File: config.mk
export PLATFORM = sky130hd
export DESIGN_NAME = hgt_top
export DESIGN_NICKNAME = d
export VERILOG_FILES = /design/src/include/hgt_pkg.sv /design/src/hgt_top.sv /design/src/hgt_seg_dur.sv
export SDC_FILE = /design/constraint.sdc
export NUM_CORES = 1
export LEC_CHECK = 0
export ABC_CLOCK_PERIOD_IN_PS = 5200
export BUFFER_PORTS_ARGS = -buffer_cell sky130_fd_sc_hd__buf_4
export CAP_MARGIN = 20
export CORE_ASPECT_RATIO = 1.5
export CORE_MARGIN = 1.5
export CORE_UTILIZATION = 40
export CTS_CLUSTER_SIZE = 40
export DETAILED_ROUTE_END_ITERATION = 10
export RECOVER_POWER = 100
export SYNTH_ARGS = -nofsm -noshare
export SYNTH_HDL_FRONTEND = slang
export SYNTH_HIERARCHICAL = 1
export SYNTH_SLANG_ARGS = --single-unit
File: constraint.sdc
create_clock -name clk -period 5.2 [get_ports clk]
set_input_delay 1.04 -clock clk [delete_from_list [all_inputs] [get_ports clk]]
set_output_delay 1.04 -clock clk [all_outputs]
set_load 0.05 [all_outputs]
File: src/include/hgt_pkg.sv
// Constants and types for the haptic trigger and timing trim bank
package hgt_pkg;

    // Register offsets
    localparam logic [7:0] ADDR_SLOT0 = 8'h04;
    localparam logic [7:0] ADDR_TRIG  = 8'h0C;
    localparam logic [7:0] ADDR_ODT   = 8'h0D;
    localparam logic [7:0] ADDR_SPT   = 8'h0E;

    // Field positions and counts
    localparam int NUM_SLOTS     = 8;
    localparam int TRIG_BIT      = 0;
    localparam int SLOT_WAIT_BIT = 7;

    // Reset values
    localparam logic       TRIG_RST = 1'h0;
    localparam logic [7:0] TRIM_RST = 8'h00;
    localparam logic [7:0] SLOT_RST = 8'h00;

    // Operating mode codes seen on the mode input
    localparam logic [2:0] MODE_SEQ   = 3'h0;
    localparam logic [2:0] MODE_DIAG  = 3'h6;
    localparam logic [2:0] MODE_CALIB = 3'h7;

    // Timing
    localparam int CLK_PERIOD_NS = 50;
    localparam int MS_NS         = 1000000;
    localparam int MS_CYCLES     = MS_NS / CLK_PERIOD_NS;
    localparam logic [16:0] WAIT_UNIT_MS = 17'h0000A;

    // Step interval choices in ms, picked by the select input
    localparam logic [7:0] INTERVAL_SLOW_MS = 8'h05;
    localparam logic [7:0] INTERVAL_FAST_MS = 8'h01;

    // Register access request
    typedef struct packed {
        logic       wr;
        logic       rd;
        logic [7:0] addr;
        logic [7:0] wdata;
    } hgt_reg_req_s;

    // Library segment answer
    typedef struct packed {
        logic              ack;
        logic signed [7:0] amp;
        logic [7:0]        len;
        logic              last;
    } hgt_lib_rsp_s;

    typedef enum logic [2:0] {
        ST_IDLE,
        ST_SLOT,
        ST_SCAN,
        ST_FETCH,
        ST_RUN,
        ST_WAIT,
        ST_PROC
    } hgt_state_e;

endpackage : hgt_pkg

File: src/hgt_top.sv
// Trigger, sequencer slots and waveform time trims of the playback engine
// Notes on behaviour
// - Setting the trigger bit starts the process the mode input selects.
// - Sequencer mode: trigger plays waveform ids from the eight slots.
// - Trigger reads one while the sequence plays, cleared by hardware after.
// - Writing zero to the trigger during playback aborts the sequence.
// - Calibration and diagnostics modes: trigger launches that process; other mode codes clear it.
// - Trigger register: bit 0 read/write, resets to zero, bits 7-1 reserved.
// - Overdrive trim is eight bits, scaled by the step interval in ms.
// - Peak amplitude segment of a waveform is its overdrive portion.
// - Overdrive trim applies in open loop only, ignored in closed loop.
// - Overdrive trim is two's complement: lengthens or shortens.
// - Sustain trim: eight-bit two's complement, scaled by step interval.
// - Positive amplitudes other than overdrive take the sustain trim.
// - Sequencer advances per slot; stops at zero id or after slot eight.
// - Slot with wait flag idles ten ms times its seven-bit value.
`timescale 1ns/100ps
module hgt_top #(
    parameter int MS_CYCLES = hgt_pkg::MS_CYCLES
) (
    input  wire logic                 clk,
    input  wire logic                 rst_b,
    input  wire hgt_pkg::hgt_reg_req_s reg_req,
    output logic [7:0]                reg_rdata,
    input  wire logic [2:0]           op_mode,
    input  wire logic                 closed_loop,
    input  wire logic                 step_interval_select,
    input  wire logic                 proc_done,
    input  wire hgt_pkg::hgt_lib_rsp_s lib_rsp,
    output logic                      lib_rd,
    output logic [6:0]                lib_id,
    output logic [3:0]                lib_seg,
    output logic                      drive_en,
    output logic [7:0]                drive_amp,
    output logic                      calib_start,
    output logic                      diag_start
);
    import hgt_pkg::*;

    hgt_state_e        state_r, state_nxt;
    logic              trig_r, trig_nxt;
    logic [7:0]        odt_r, odt_nxt, spt_r, spt_nxt, rdata_r, rdata_nxt;
    logic [7:0]        slot_r [NUM_SLOTS];
    logic [7:0]        slot_nxt [NUM_SLOTS];
    logic [2:0]        idx_r, idx_nxt;
    logic [3:0]        seg_r, seg_nxt;
    logic [6:0]        id_r, id_nxt;
    logic signed [7:0] peak_r, peak_nxt, amp_r, amp_nxt;
    logic              last_r, last_nxt, en_r, en_nxt, rd_r, rd_nxt;
    logic              cal_r, cal_nxt, dia_r, dia_nxt;
    logic [16:0]       ms_r, ms_nxt;
    logic [15:0]       tick_r, tick_nxt;
    logic [7:0]        interval_ms, cur;
    logic [15:0]       base_ms;
    logic [16:0]       dur_ms;
    logic              trig_w1, trig_w0, adv, seq_busy;

    assign reg_rdata   = rdata_r;
    assign lib_rd      = rd_r;
    assign lib_id      = id_r;
    assign lib_seg     = seg_r;
    assign drive_en    = en_r;
    assign drive_amp   = amp_r;
    assign calib_start = cal_r;
    assign diag_start  = dia_r;

    // Trigger writes and the current slot
    assign trig_w1 = reg_req.wr && reg_req.addr == ADDR_TRIG
                     && reg_req.wdata[TRIG_BIT];
    assign trig_w0 = reg_req.wr && reg_req.addr == ADDR_TRIG
                     && !reg_req.wdata[TRIG_BIT];
    assign cur      = slot_r[idx_r];
    assign seq_busy = state_r inside {ST_SLOT, ST_SCAN, ST_FETCH, ST_RUN,
                                      ST_WAIT};
    assign interval_ms = step_interval_select ? INTERVAL_FAST_MS
                                              : INTERVAL_SLOW_MS;

    hgt_seg_dur u_dur (
        .amp         (lib_rsp.amp),
        .peak        (peak_r),
        .len         (lib_rsp.len),
        .interval_ms (interval_ms),
        .od_trim     (odt_r),
        .sp_trim     (spt_r),
        .closed_loop (closed_loop),
        .base_ms     (base_ms),
        .dur_ms      (dur_ms)
    );

    // Slot registers, one per sequencer entry
    genvar gi;
    generate
        for (gi = 0; gi < NUM_SLOTS; gi++) begin : g_slot
            always_comb begin
                slot_nxt[gi] = slot_r[gi];
                if (reg_req.wr && reg_req.addr == ADDR_SLOT0 + 8'(gi)) begin
                    slot_nxt[gi] = reg_req.wdata;
                end
            end
            always_ff @(posedge clk or negedge rst_b) begin
                if (!rst_b) begin
                    slot_r[gi] <= SLOT_RST;
                end else begin
                    slot_r[gi] <= slot_nxt[gi];
                end
            end
        end
    endgenerate

    // Trim registers and read data
    always_comb begin
        odt_nxt   = odt_r;
        spt_nxt   = spt_r;
        rdata_nxt = rdata_r;
        if (reg_req.wr && reg_req.addr == ADDR_ODT) begin
            odt_nxt = reg_req.wdata;
        end
        if (reg_req.wr && reg_req.addr == ADDR_SPT) begin
            spt_nxt = reg_req.wdata;
        end
        if (reg_req.rd) begin
            if (reg_req.addr >= ADDR_SLOT0 && reg_req.addr < ADDR_TRIG) begin
                rdata_nxt = slot_r[reg_req.addr[2:0] - ADDR_SLOT0[2:0]];
            end else if (reg_req.addr == ADDR_TRIG) begin
                rdata_nxt = {7'h00, trig_r};
            end else if (reg_req.addr == ADDR_ODT) begin
                rdata_nxt = odt_r;
            end else if (reg_req.addr == ADDR_SPT) begin
                rdata_nxt = spt_r;
            end else begin
                rdata_nxt = 8'h00;
            end
        end
    end

    always_ff @(posedge clk or negedge rst_b) begin
        if (!rst_b) begin
            odt_r   <= TRIM_RST;
            spt_r   <= TRIM_RST;
            rdata_r <= 8'h00;
        end else begin
            odt_r   <= odt_nxt;
            spt_r   <= spt_nxt;
            rdata_r <= rdata_nxt;
        end
    end

    // Playback engine next state
    always_comb begin
        state_nxt = state_r;
        trig_nxt  = trig_r;
        idx_nxt   = idx_r;
        seg_nxt   = seg_r;
        id_nxt    = id_r;
        peak_nxt  = peak_r;
        amp_nxt   = amp_r;
        last_nxt  = last_r;
        en_nxt    = en_r;
        ms_nxt    = ms_r;
        tick_nxt  = tick_r;
        rd_nxt    = 1'b0;
        cal_nxt   = 1'b0;
        dia_nxt   = 1'b0;
        adv       = 1'b0;
        case (state_r)
            ST_IDLE: begin
                if (trig_w1 || trig_r) begin
                    trig_nxt = 1'b1;
                    case (op_mode)
                        MODE_SEQ: begin
                            idx_nxt   = 3'h0;
                            state_nxt = ST_SLOT;
                        end
                        MODE_CALIB: begin
                            cal_nxt   = 1'b1;
                            state_nxt = ST_PROC;
                        end
                        MODE_DIAG: begin
                            dia_nxt   = 1'b1;
                            state_nxt = ST_PROC;
                        end
                        default: trig_nxt = 1'b0;
                    endcase
                end
            end
            ST_SLOT: begin
                if (cur[SLOT_WAIT_BIT]) begin
                    ms_nxt    = 17'(cur[6:0] * WAIT_UNIT_MS);
                    tick_nxt  = 16'h0000;
                    state_nxt = ST_WAIT;
                end else if (cur[6:0] == 7'h00) begin
                    trig_nxt  = trig_w1;
                    state_nxt = ST_IDLE;
                end else begin
                    id_nxt    = cur[6:0];
                    seg_nxt   = 4'h0;
                    peak_nxt  = 8'sh80;
                    rd_nxt    = 1'b1;
                    state_nxt = ST_SCAN;
                end
            end
            ST_SCAN: begin
                if (lib_rsp.ack) begin
                    if (lib_rsp.amp > peak_r) begin
                        peak_nxt = lib_rsp.amp;
                    end
                    seg_nxt   = lib_rsp.last ? 4'h0 : seg_r + 4'h1;
                    rd_nxt    = 1'b1;
                    state_nxt = lib_rsp.last ? ST_FETCH : ST_SCAN;
                end
            end
            ST_FETCH: begin
                if (lib_rsp.ack) begin
                    amp_nxt   = lib_rsp.amp;
                    en_nxt    = 1'b1;
                    ms_nxt    = dur_ms;
                    tick_nxt  = 16'h0000;
                    last_nxt  = lib_rsp.last;
                    state_nxt = ST_RUN;
                end
            end
            ST_RUN, ST_WAIT: begin
                if (ms_r == 17'h00000) begin
                    if (state_r == ST_RUN && !last_r) begin
                        seg_nxt   = seg_r + 4'h1;
                        rd_nxt    = 1'b1;
                        state_nxt = ST_FETCH;
                    end else begin
                        en_nxt = 1'b0;
                        adv    = 1'b1;
                    end
                end else if (tick_r == 16'(MS_CYCLES - 1)) begin
                    tick_nxt = 16'h0000;
                    ms_nxt   = ms_r - 17'h00001;
                end else begin
                    tick_nxt = tick_r + 16'h0001;
                end
            end
            ST_PROC: begin
                if (proc_done) begin
                    trig_nxt  = trig_w1;
                    state_nxt = ST_IDLE;
                end
            end
            default: state_nxt = ST_IDLE;
        endcase
        // Next slot or end of sequence
        if (adv) begin
            if (idx_r == 3'(NUM_SLOTS - 1)) begin
                trig_nxt  = trig_w1;
                state_nxt = ST_IDLE;
            end else begin
                idx_nxt   = idx_r + 3'h1;
                state_nxt = ST_SLOT;
            end
        end
        // Software clear cancels the sequence
        if (trig_w0 && seq_busy) begin
            trig_nxt  = 1'b0;
            en_nxt    = 1'b0;
            rd_nxt    = 1'b0;
            state_nxt = ST_IDLE;
        end
    end

    always_ff @(posedge clk or negedge rst_b) begin
        if (!rst_b) begin
            state_r <= ST_IDLE;
            trig_r  <= TRIG_RST;
            idx_r   <= 3'h0;
            seg_r   <= 4'h0;
            id_r    <= 7'h00;
            peak_r  <= 8'sh00;
            amp_r   <= 8'sh00;
            last_r  <= 1'b0;
            en_r    <= 1'b0;
            ms_r    <= 17'h00000;
            tick_r  <= 16'h0000;
            rd_r    <= 1'b0;
            cal_r   <= 1'b0;
            dia_r   <= 1'b0;
        end else begin
            state_r <= state_nxt;
            trig_r  <= trig_nxt;
            idx_r   <= idx_nxt;
            seg_r   <= seg_nxt;
            id_r    <= id_nxt;
            peak_r  <= peak_nxt;
            amp_r   <= amp_nxt;
            last_r  <= last_nxt;
            en_r    <= en_nxt;
            ms_r    <= ms_nxt;
            tick_r  <= tick_nxt;
            rd_r    <= rd_nxt;
            cal_r   <= cal_nxt;
            dia_r   <= dia_nxt;
        end
    end

    logic seg_take;
    assign seg_take = state_r == ST_FETCH && lib_rsp.ack && !trig_w0;
endmodule : hgt_top

File: src/hgt_seg_dur.sv
// Segment duration with overdrive and positive sustain trims applied
`timescale 1ns/100ps
module hgt_seg_dur (
    input  wire logic signed [7:0] amp,
    input  wire logic signed [7:0] peak,
    input  wire logic [7:0]        len,
    input  wire logic [7:0]        interval_ms,
    input  wire logic signed [7:0] od_trim,
    input  wire logic signed [7:0] sp_trim,
    input  wire logic              closed_loop,
    output logic [15:0]            base_ms,
    output logic [16:0]            dur_ms
);
    import hgt_pkg::*;

    logic              is_od;
    logic              is_sp;
    logic signed [7:0] trim;
    logic signed [16:0] adj;
    logic signed [17:0] sum;

    // Classify the segment, pick its trim, scale and clamp at zero
    always_comb begin
        is_od   = (amp == peak) && (amp > 8'sh00);
        is_sp   = (amp > 8'sh00) && !is_od;
        if (is_od && !closed_loop) begin
            trim = od_trim;
        end else if (is_sp) begin
            trim = sp_trim;
        end else begin
            trim = 8'sh00;
        end
        base_ms = len * interval_ms;
        adj     = trim * $signed({1'b0, interval_ms});
        sum     = $signed({2'b00, base_ms}) + {adj[16], adj};
        dur_ms  = sum[17] ? 17'h00000 : sum[16:0];
    end

endmodule : hgt_seg_dur

==> impl_metrics.toml, run 1 <==
[worst_setup_path]
critPathLaunchType = "input pin"
slowest_stage = "fa_1"
cpMostUsedCell = "fa_1"
path_class = "in2reg"
worstPathArrival_ns = 7.78
required_ns = 5.50
end_kind = "register"
cp_max_fo = 7
crit_path_max_incr_delay_ns = 0.51

[routing]
drcViolationCount = 0
drt_iter0_markers = 593
wl_per_cell_um = 17.5
via_per_inst = 5.37
first_pass_iters = 6
via_count = 11347
wl_um = 37000
final_antenna_net_count = 0

[sta]
hold_ws_ns = 0.494
finalHoldViolCount = 0
final-setup-viol-count = 17
slew_violations = 75
rsz0062_at_grt = "true"
fin_crit_ns = 7.48
tightest_slew_ns = 3.66
max_freq_mhz = 134
period_share_pct = 144
clock-skew-final_ns = 0.0109
slew_headroom_pct = -144
fin_ws_ns = -2.28

[outcome]
run_status = "finished, violations left"
violations = "capacitance limit, slew limit, setup timing"

[logic_synthesis]
syn-instance-count = 1462
yosys_warnings = 6
netlist_area_um2 = 14300
synth_area_per_cell_um2 = 9.77

[job]
maxCapViolCount = 2

[grt]
grt_max_degree = 97
antenna_found_initial = 0
grt_remaining_overflow = 0
grt_usage_pct = 21.0
grt_pass1_wl_um = 60400
grt_pass1_vias = 11954

[clocking]
clock-root-buffer = "clkbuf_16"
hold_buffers = 0
cts_buffers = 17
cts_tree = "done"
clock_latency_ns = 0.44
clock_sinks = 160
clkSlewWorstSetupHoldPaths_ns = 0.07
clk_path_buf_depth = 2
htreeDepth = 4

[worst_hold_path]
worstHoldPathType = "reg2reg"

[final_layout]
final_cell_mix = "184 x inv_1, 160 x dfrtp_1, 151 x buf_4"
drive_above_1_share_pct = 23.1
final_common_cell = "inv_1"
design_area_um2 = 16900
area_delta_synth_final_pct = 18.6
antenna_cells = 0
fin_util_pct = 48.2
fin_nets = 1869

[power]
peakVddDrop_mv = 0.276
p_leak_nw = 8.18
p_total_mw = 7.01
cellPowerDensity_nw_per_um2 = 414

[floorplan]
start_util_pct = 40.7
rows = 84
core_area_um2 = 35100
io_pins = 75
die_y_um = 234
dieArea_um2 = 36900
die_w_um = 157

[placement]
dp_hpwl_um = 28400
place_congestion = 0.843
io_buffers = 74
place_area_um2 = 16100
==> flip-flops by register name (all words and copies together), names as in the netlist, 3 cells and up <==
signal     cells
slot_r        64
ms_r          17
tick_r        16
drive_amp      8
odt_r          8
peak_r         8
reg_rdata      8
spt_r          8
lib_id         7
lib_seg        4
idx_r          3
state_r        3
==> metal layers <==
metal	track usage [%]	up-vias	wire length, µm
met5	0	-	0
met4	9.64	0	1530
met3	2.43	79	971
met2	40.0	247	20200
met1	23.2	5672	14300
li1	-	5349	-
==> final timing paths <==
path	slack (ns)	depth (start not counted)	startpoint	to
hold / removal	0.49	2	drive_amp[0]	drive_amp[0]
hold reg to reg	0.49	2	drive_amp[0]	drive_amp[0]
setup / recovery	-2.28	30	lib_rsp[5]	ms_r[7]
min in group asynchronous	1.84	1	rst_b	drive_amp[6]
setup reg to reg	-0.73	26	peak_r[6]	ms_r[14]
max in group asynchronous	0.37	2	rst_b	slot_r[3]
==> layout make-up <==
class / instances / area (µm²)
timing repair buffer: 192 / 1360
inverter: 194 / 736
clock buffer: 20 / 457
tap: 473 / 592
multi-input combinational: 1061 / 9670
clock inverter: 12 / 121
sequential: 160 / 4000
fill: 3428 / 18200
==> where the power goes <==
| group | switching [mW] | leakage [nW] | internal (mW) |
|---|---|---|---|
| combinational | 2.20 | 5.72 | 1.84 |
| sequential | 0.264 | 2.18 | 1.45 |
| clock | 0.555 | 0.282 | 0.696 |
==> critical path: cells and delay by family <==
family	cells	cell delay, ns
XOR/XNOR	2	0.32
AND/OR/NAND/NOR	4	0.44
adder cells (fa/ha/maj)	11	4.51
AO/OA/AOI/OAI	6	0.96
buffers and inverters	7	0.53
==> per-stage QoR <==
stage	setup WS, ns	setup TNS [ns]	cells
finish	-2.28	-38.09	2112
global route	-2.58	-96.48	2112
CTS	-2.33	-38.46	2105
detailed placement	-2.87	-47.92	2063
global placement	-2.81	-47.06	2063
floorplan	-2.56	-41.19	1475
==> what timing repair did <==
action	CTS	global route
pin swaps	41	34
gates resized for setup	27	36
endpoints found under the setup margin	17	17
gates cloned	1	0
setup buffers	9	7
No activity file was read; power rests on OpenSTA's default activity.
==> inputs of run 2 (changes only) <==
--- a/config.mk
+++ b/config.mk
@@ -14,6 +14,7 @@
 export CTS_CLUSTER_SIZE = 40
 export DETAILED_ROUTE_END_ITERATION = 10
 export RECOVER_POWER = 100
+export REMOVE_ABC_BUFFERS = 1
 export SYNTH_ARGS = -nofsm -noshare
 export SYNTH_HDL_FRONTEND = slang
 export SYNTH_HIERARCHICAL = 1
==> run 2 against run 1 <==
  * The flow still finishes with violations (capacitance limit, slew limit, setup timing)
  * Final cell count is 0.24% higher
  * Die area stayed put
  * Non-clock buffer count up 3
  * Sequential share of layout area is 0.092 points lower
  * Via count grew 0.65%
  * Clock power down 5%
  * Core utilization grew 0.19 points
  * Largest cell class unchanged
==> impl_metrics.toml, run 2 (same netlist as run 1, synthesis figures left out) <==
[outcome]
run_status = "finished, violations left"
violations = "capacitance limit, slew limit, setup timing"

[worst_setup_path]
end_kind = "register"
slowest_stage = "fa_1"
crit_start = "lib_rsp[5]"
critPathLaunchType = "input pin"
required_ns = 5.56
path_class = "in2reg"
r2r-start = "peak_r[6]"
cp_max_fo = 2
worstPathArrival_ns = 7.97
crit_path_max_incr_delay_ns = 0.51
cpMostUsedCell = "fa_1"

[sta]
final-setup-viol-count = 17
slew_headroom_pct = -75.4
max_freq_mhz = 132
period_share_pct = 146
fin_ws_ns = -2.40
tightest_slew_ns = 2.63
slew_violations = 157
fin_crit_ns = 7.60
finalHoldViolCount = 0
clock-skew-final_ns = 0.0158
rsz0062_at_grt = "true"

[grt]
grt_max_degree = 104
grt_pass1_wl_um = 62200
grt_usage_pct = 21.6
grt_pass1_vias = 11950
antenna_found_initial = 3
grt_remaining_overflow = 0

[floorplan]
core_area_um2 = 35100
die_w_um = 157
io_pins = 75
die_y_um = 234
dieArea_um2 = 36900
start_util_pct = 40.7
rows = 84

[power]
combPwrFrac_pct = 59.0
p_total_mw = 7.08
pwr-share-seq_pct = 24.3
cellPowerDensity_nw_per_um2 = 416
p_clk_share_pct = 16.7
p_leak_nw = 8.20
net-switching-power_mw = 3.09
p_int_mw = 3.99
peakVddDrop_mv = 0.294
swShare_pct = 43.6

[routing]
via_per_inst = 5.39
first_pass_iters = 5
final_antenna_net_count = 0
drt_iter0_markers = 515
wl_um = 37600
drcViolationCount = 0
via_count = 11421
wl_per_cell_um = 17.8

[clocking]
cts_tree = "done"
clk_path_buf_depth = 2
clock_sinks = 160
cts_buffers = 17
clock_latency_ns = 0.45
clock-root-buffer = "clkbuf_16"
hold_buffers = 0
htreeDepth = 4
clkSlewWorstSetupHoldPaths_ns = 0.07

[placement]
io_buffers = 74
place_congestion = 0.834
dp_hpwl_um = 28800

[final_layout]
largest_reg_flops = 64
drive_above_1_share_pct = 23.1
final_cell_mix = "182 x inv_1, 160 x dfrtp_1, 150 x buf_4"
final_common_cell = "inv_1"
area_delta_synth_final_pct = 19.1
top_regs = "slot_r (64), ms_r (17), tick_r (16)"
fin_nets = 1871
top_register = "slot_r"
fin_util_pct = 48.4

[job]
maxCapViolCount = 4

[worst_hold_path]
hp-start = "tick_r[11]"
worstHoldPathType = "reg2reg"
## run 2: cell count changes in the layout (fill, tap and decap cells not counted), sizes merged
cell,previous run,this run
clkinv,3,6
diode,0,3
buf,158,159
bufinv,1,0
clkbuf,54,55
inv,200,199
xnor2,23,22
## run 2: area by class of cell
type                    instances  area, µm²
diodes                          3       7.51
inverters                     194        736
clock inverters                13        105
repair buffers                195       1420
fillers                      3362      18100
multi-input cells            1060       9700
well taps                     473        592
clock buffers                  19        443
flip-flops and latches        160       4000
## run 2: what timing repair did
item	4_1_cts	5_1_grt
cloned	1	0
buffers inserted	8	1
gates resized for setup	47	47
setup endpoints to repair	17	17
pin swaps	42	32
## run 2: power groups by stage
stage | logic [mW] | clock network (mW) | registers (mW)
2_1_floorplan | 2.33 | 0 | 1.85
3_3_place_gp | 3.61 | 0 | 1.73
3_5_place_dp | 3.64 | 0 | 1.74
4_1_cts | 3.90 | 1.22 | 1.72
5_1_grt | 4.65 | 1.26 | 1.75
6_report | 4.18 | 1.19 | 1.72
## run 2: final timing paths
kind	slack (ns)	to	depth (start not counted)
min in group asynchronous	1.38	drive_amp[3]	1
min reg2reg	0.48	tick_r[11]	1
max reg2reg	-0.70	ms_r[5]	26
min	0.48	tick_r[11]	1
max	-2.40	ms_r[13]	30
max in group asynchronous	1.06	ms_r[14]	2
## run 2: critical path, delay by kind of cell
family                   cells  cell delay (ns)
adder cells (fa/ha/maj)     11             4.54
XOR/XNOR                     1             0.14
buffers and inverters        7             0.54
AND/OR/NAND/NOR              3             0.59
AO/OA/AOI/OAI                8             1.09
## run 2: stage by stage
stage	hold WS (ns)	instance area (µm²)	std cells	setup WS, ns	setup TNS (ns)
after floorplan	0.437	14100	1414	-2.85	-46.93
after global placement	0.458	16000	2072	-3.30	-54.79
after detailed placement	0.469	16000	2072	-3.39	-56.28
after CTS	0.485	16900	2113	-2.49	-40.49
after global routing	0.512	17000	2117	-2.62	-43.46
final	0.484	17000	2117	-2.40	-39.30
## run 2: metal layers
layer	up-vias	share of wire (%)	GRT usage, %
met5	-	0	0
met4	0	2.8	8.20
met3	71	3.1	2.91
met2	245	56	41.5
met1	5749	38	23.9
li1	5356	-	-
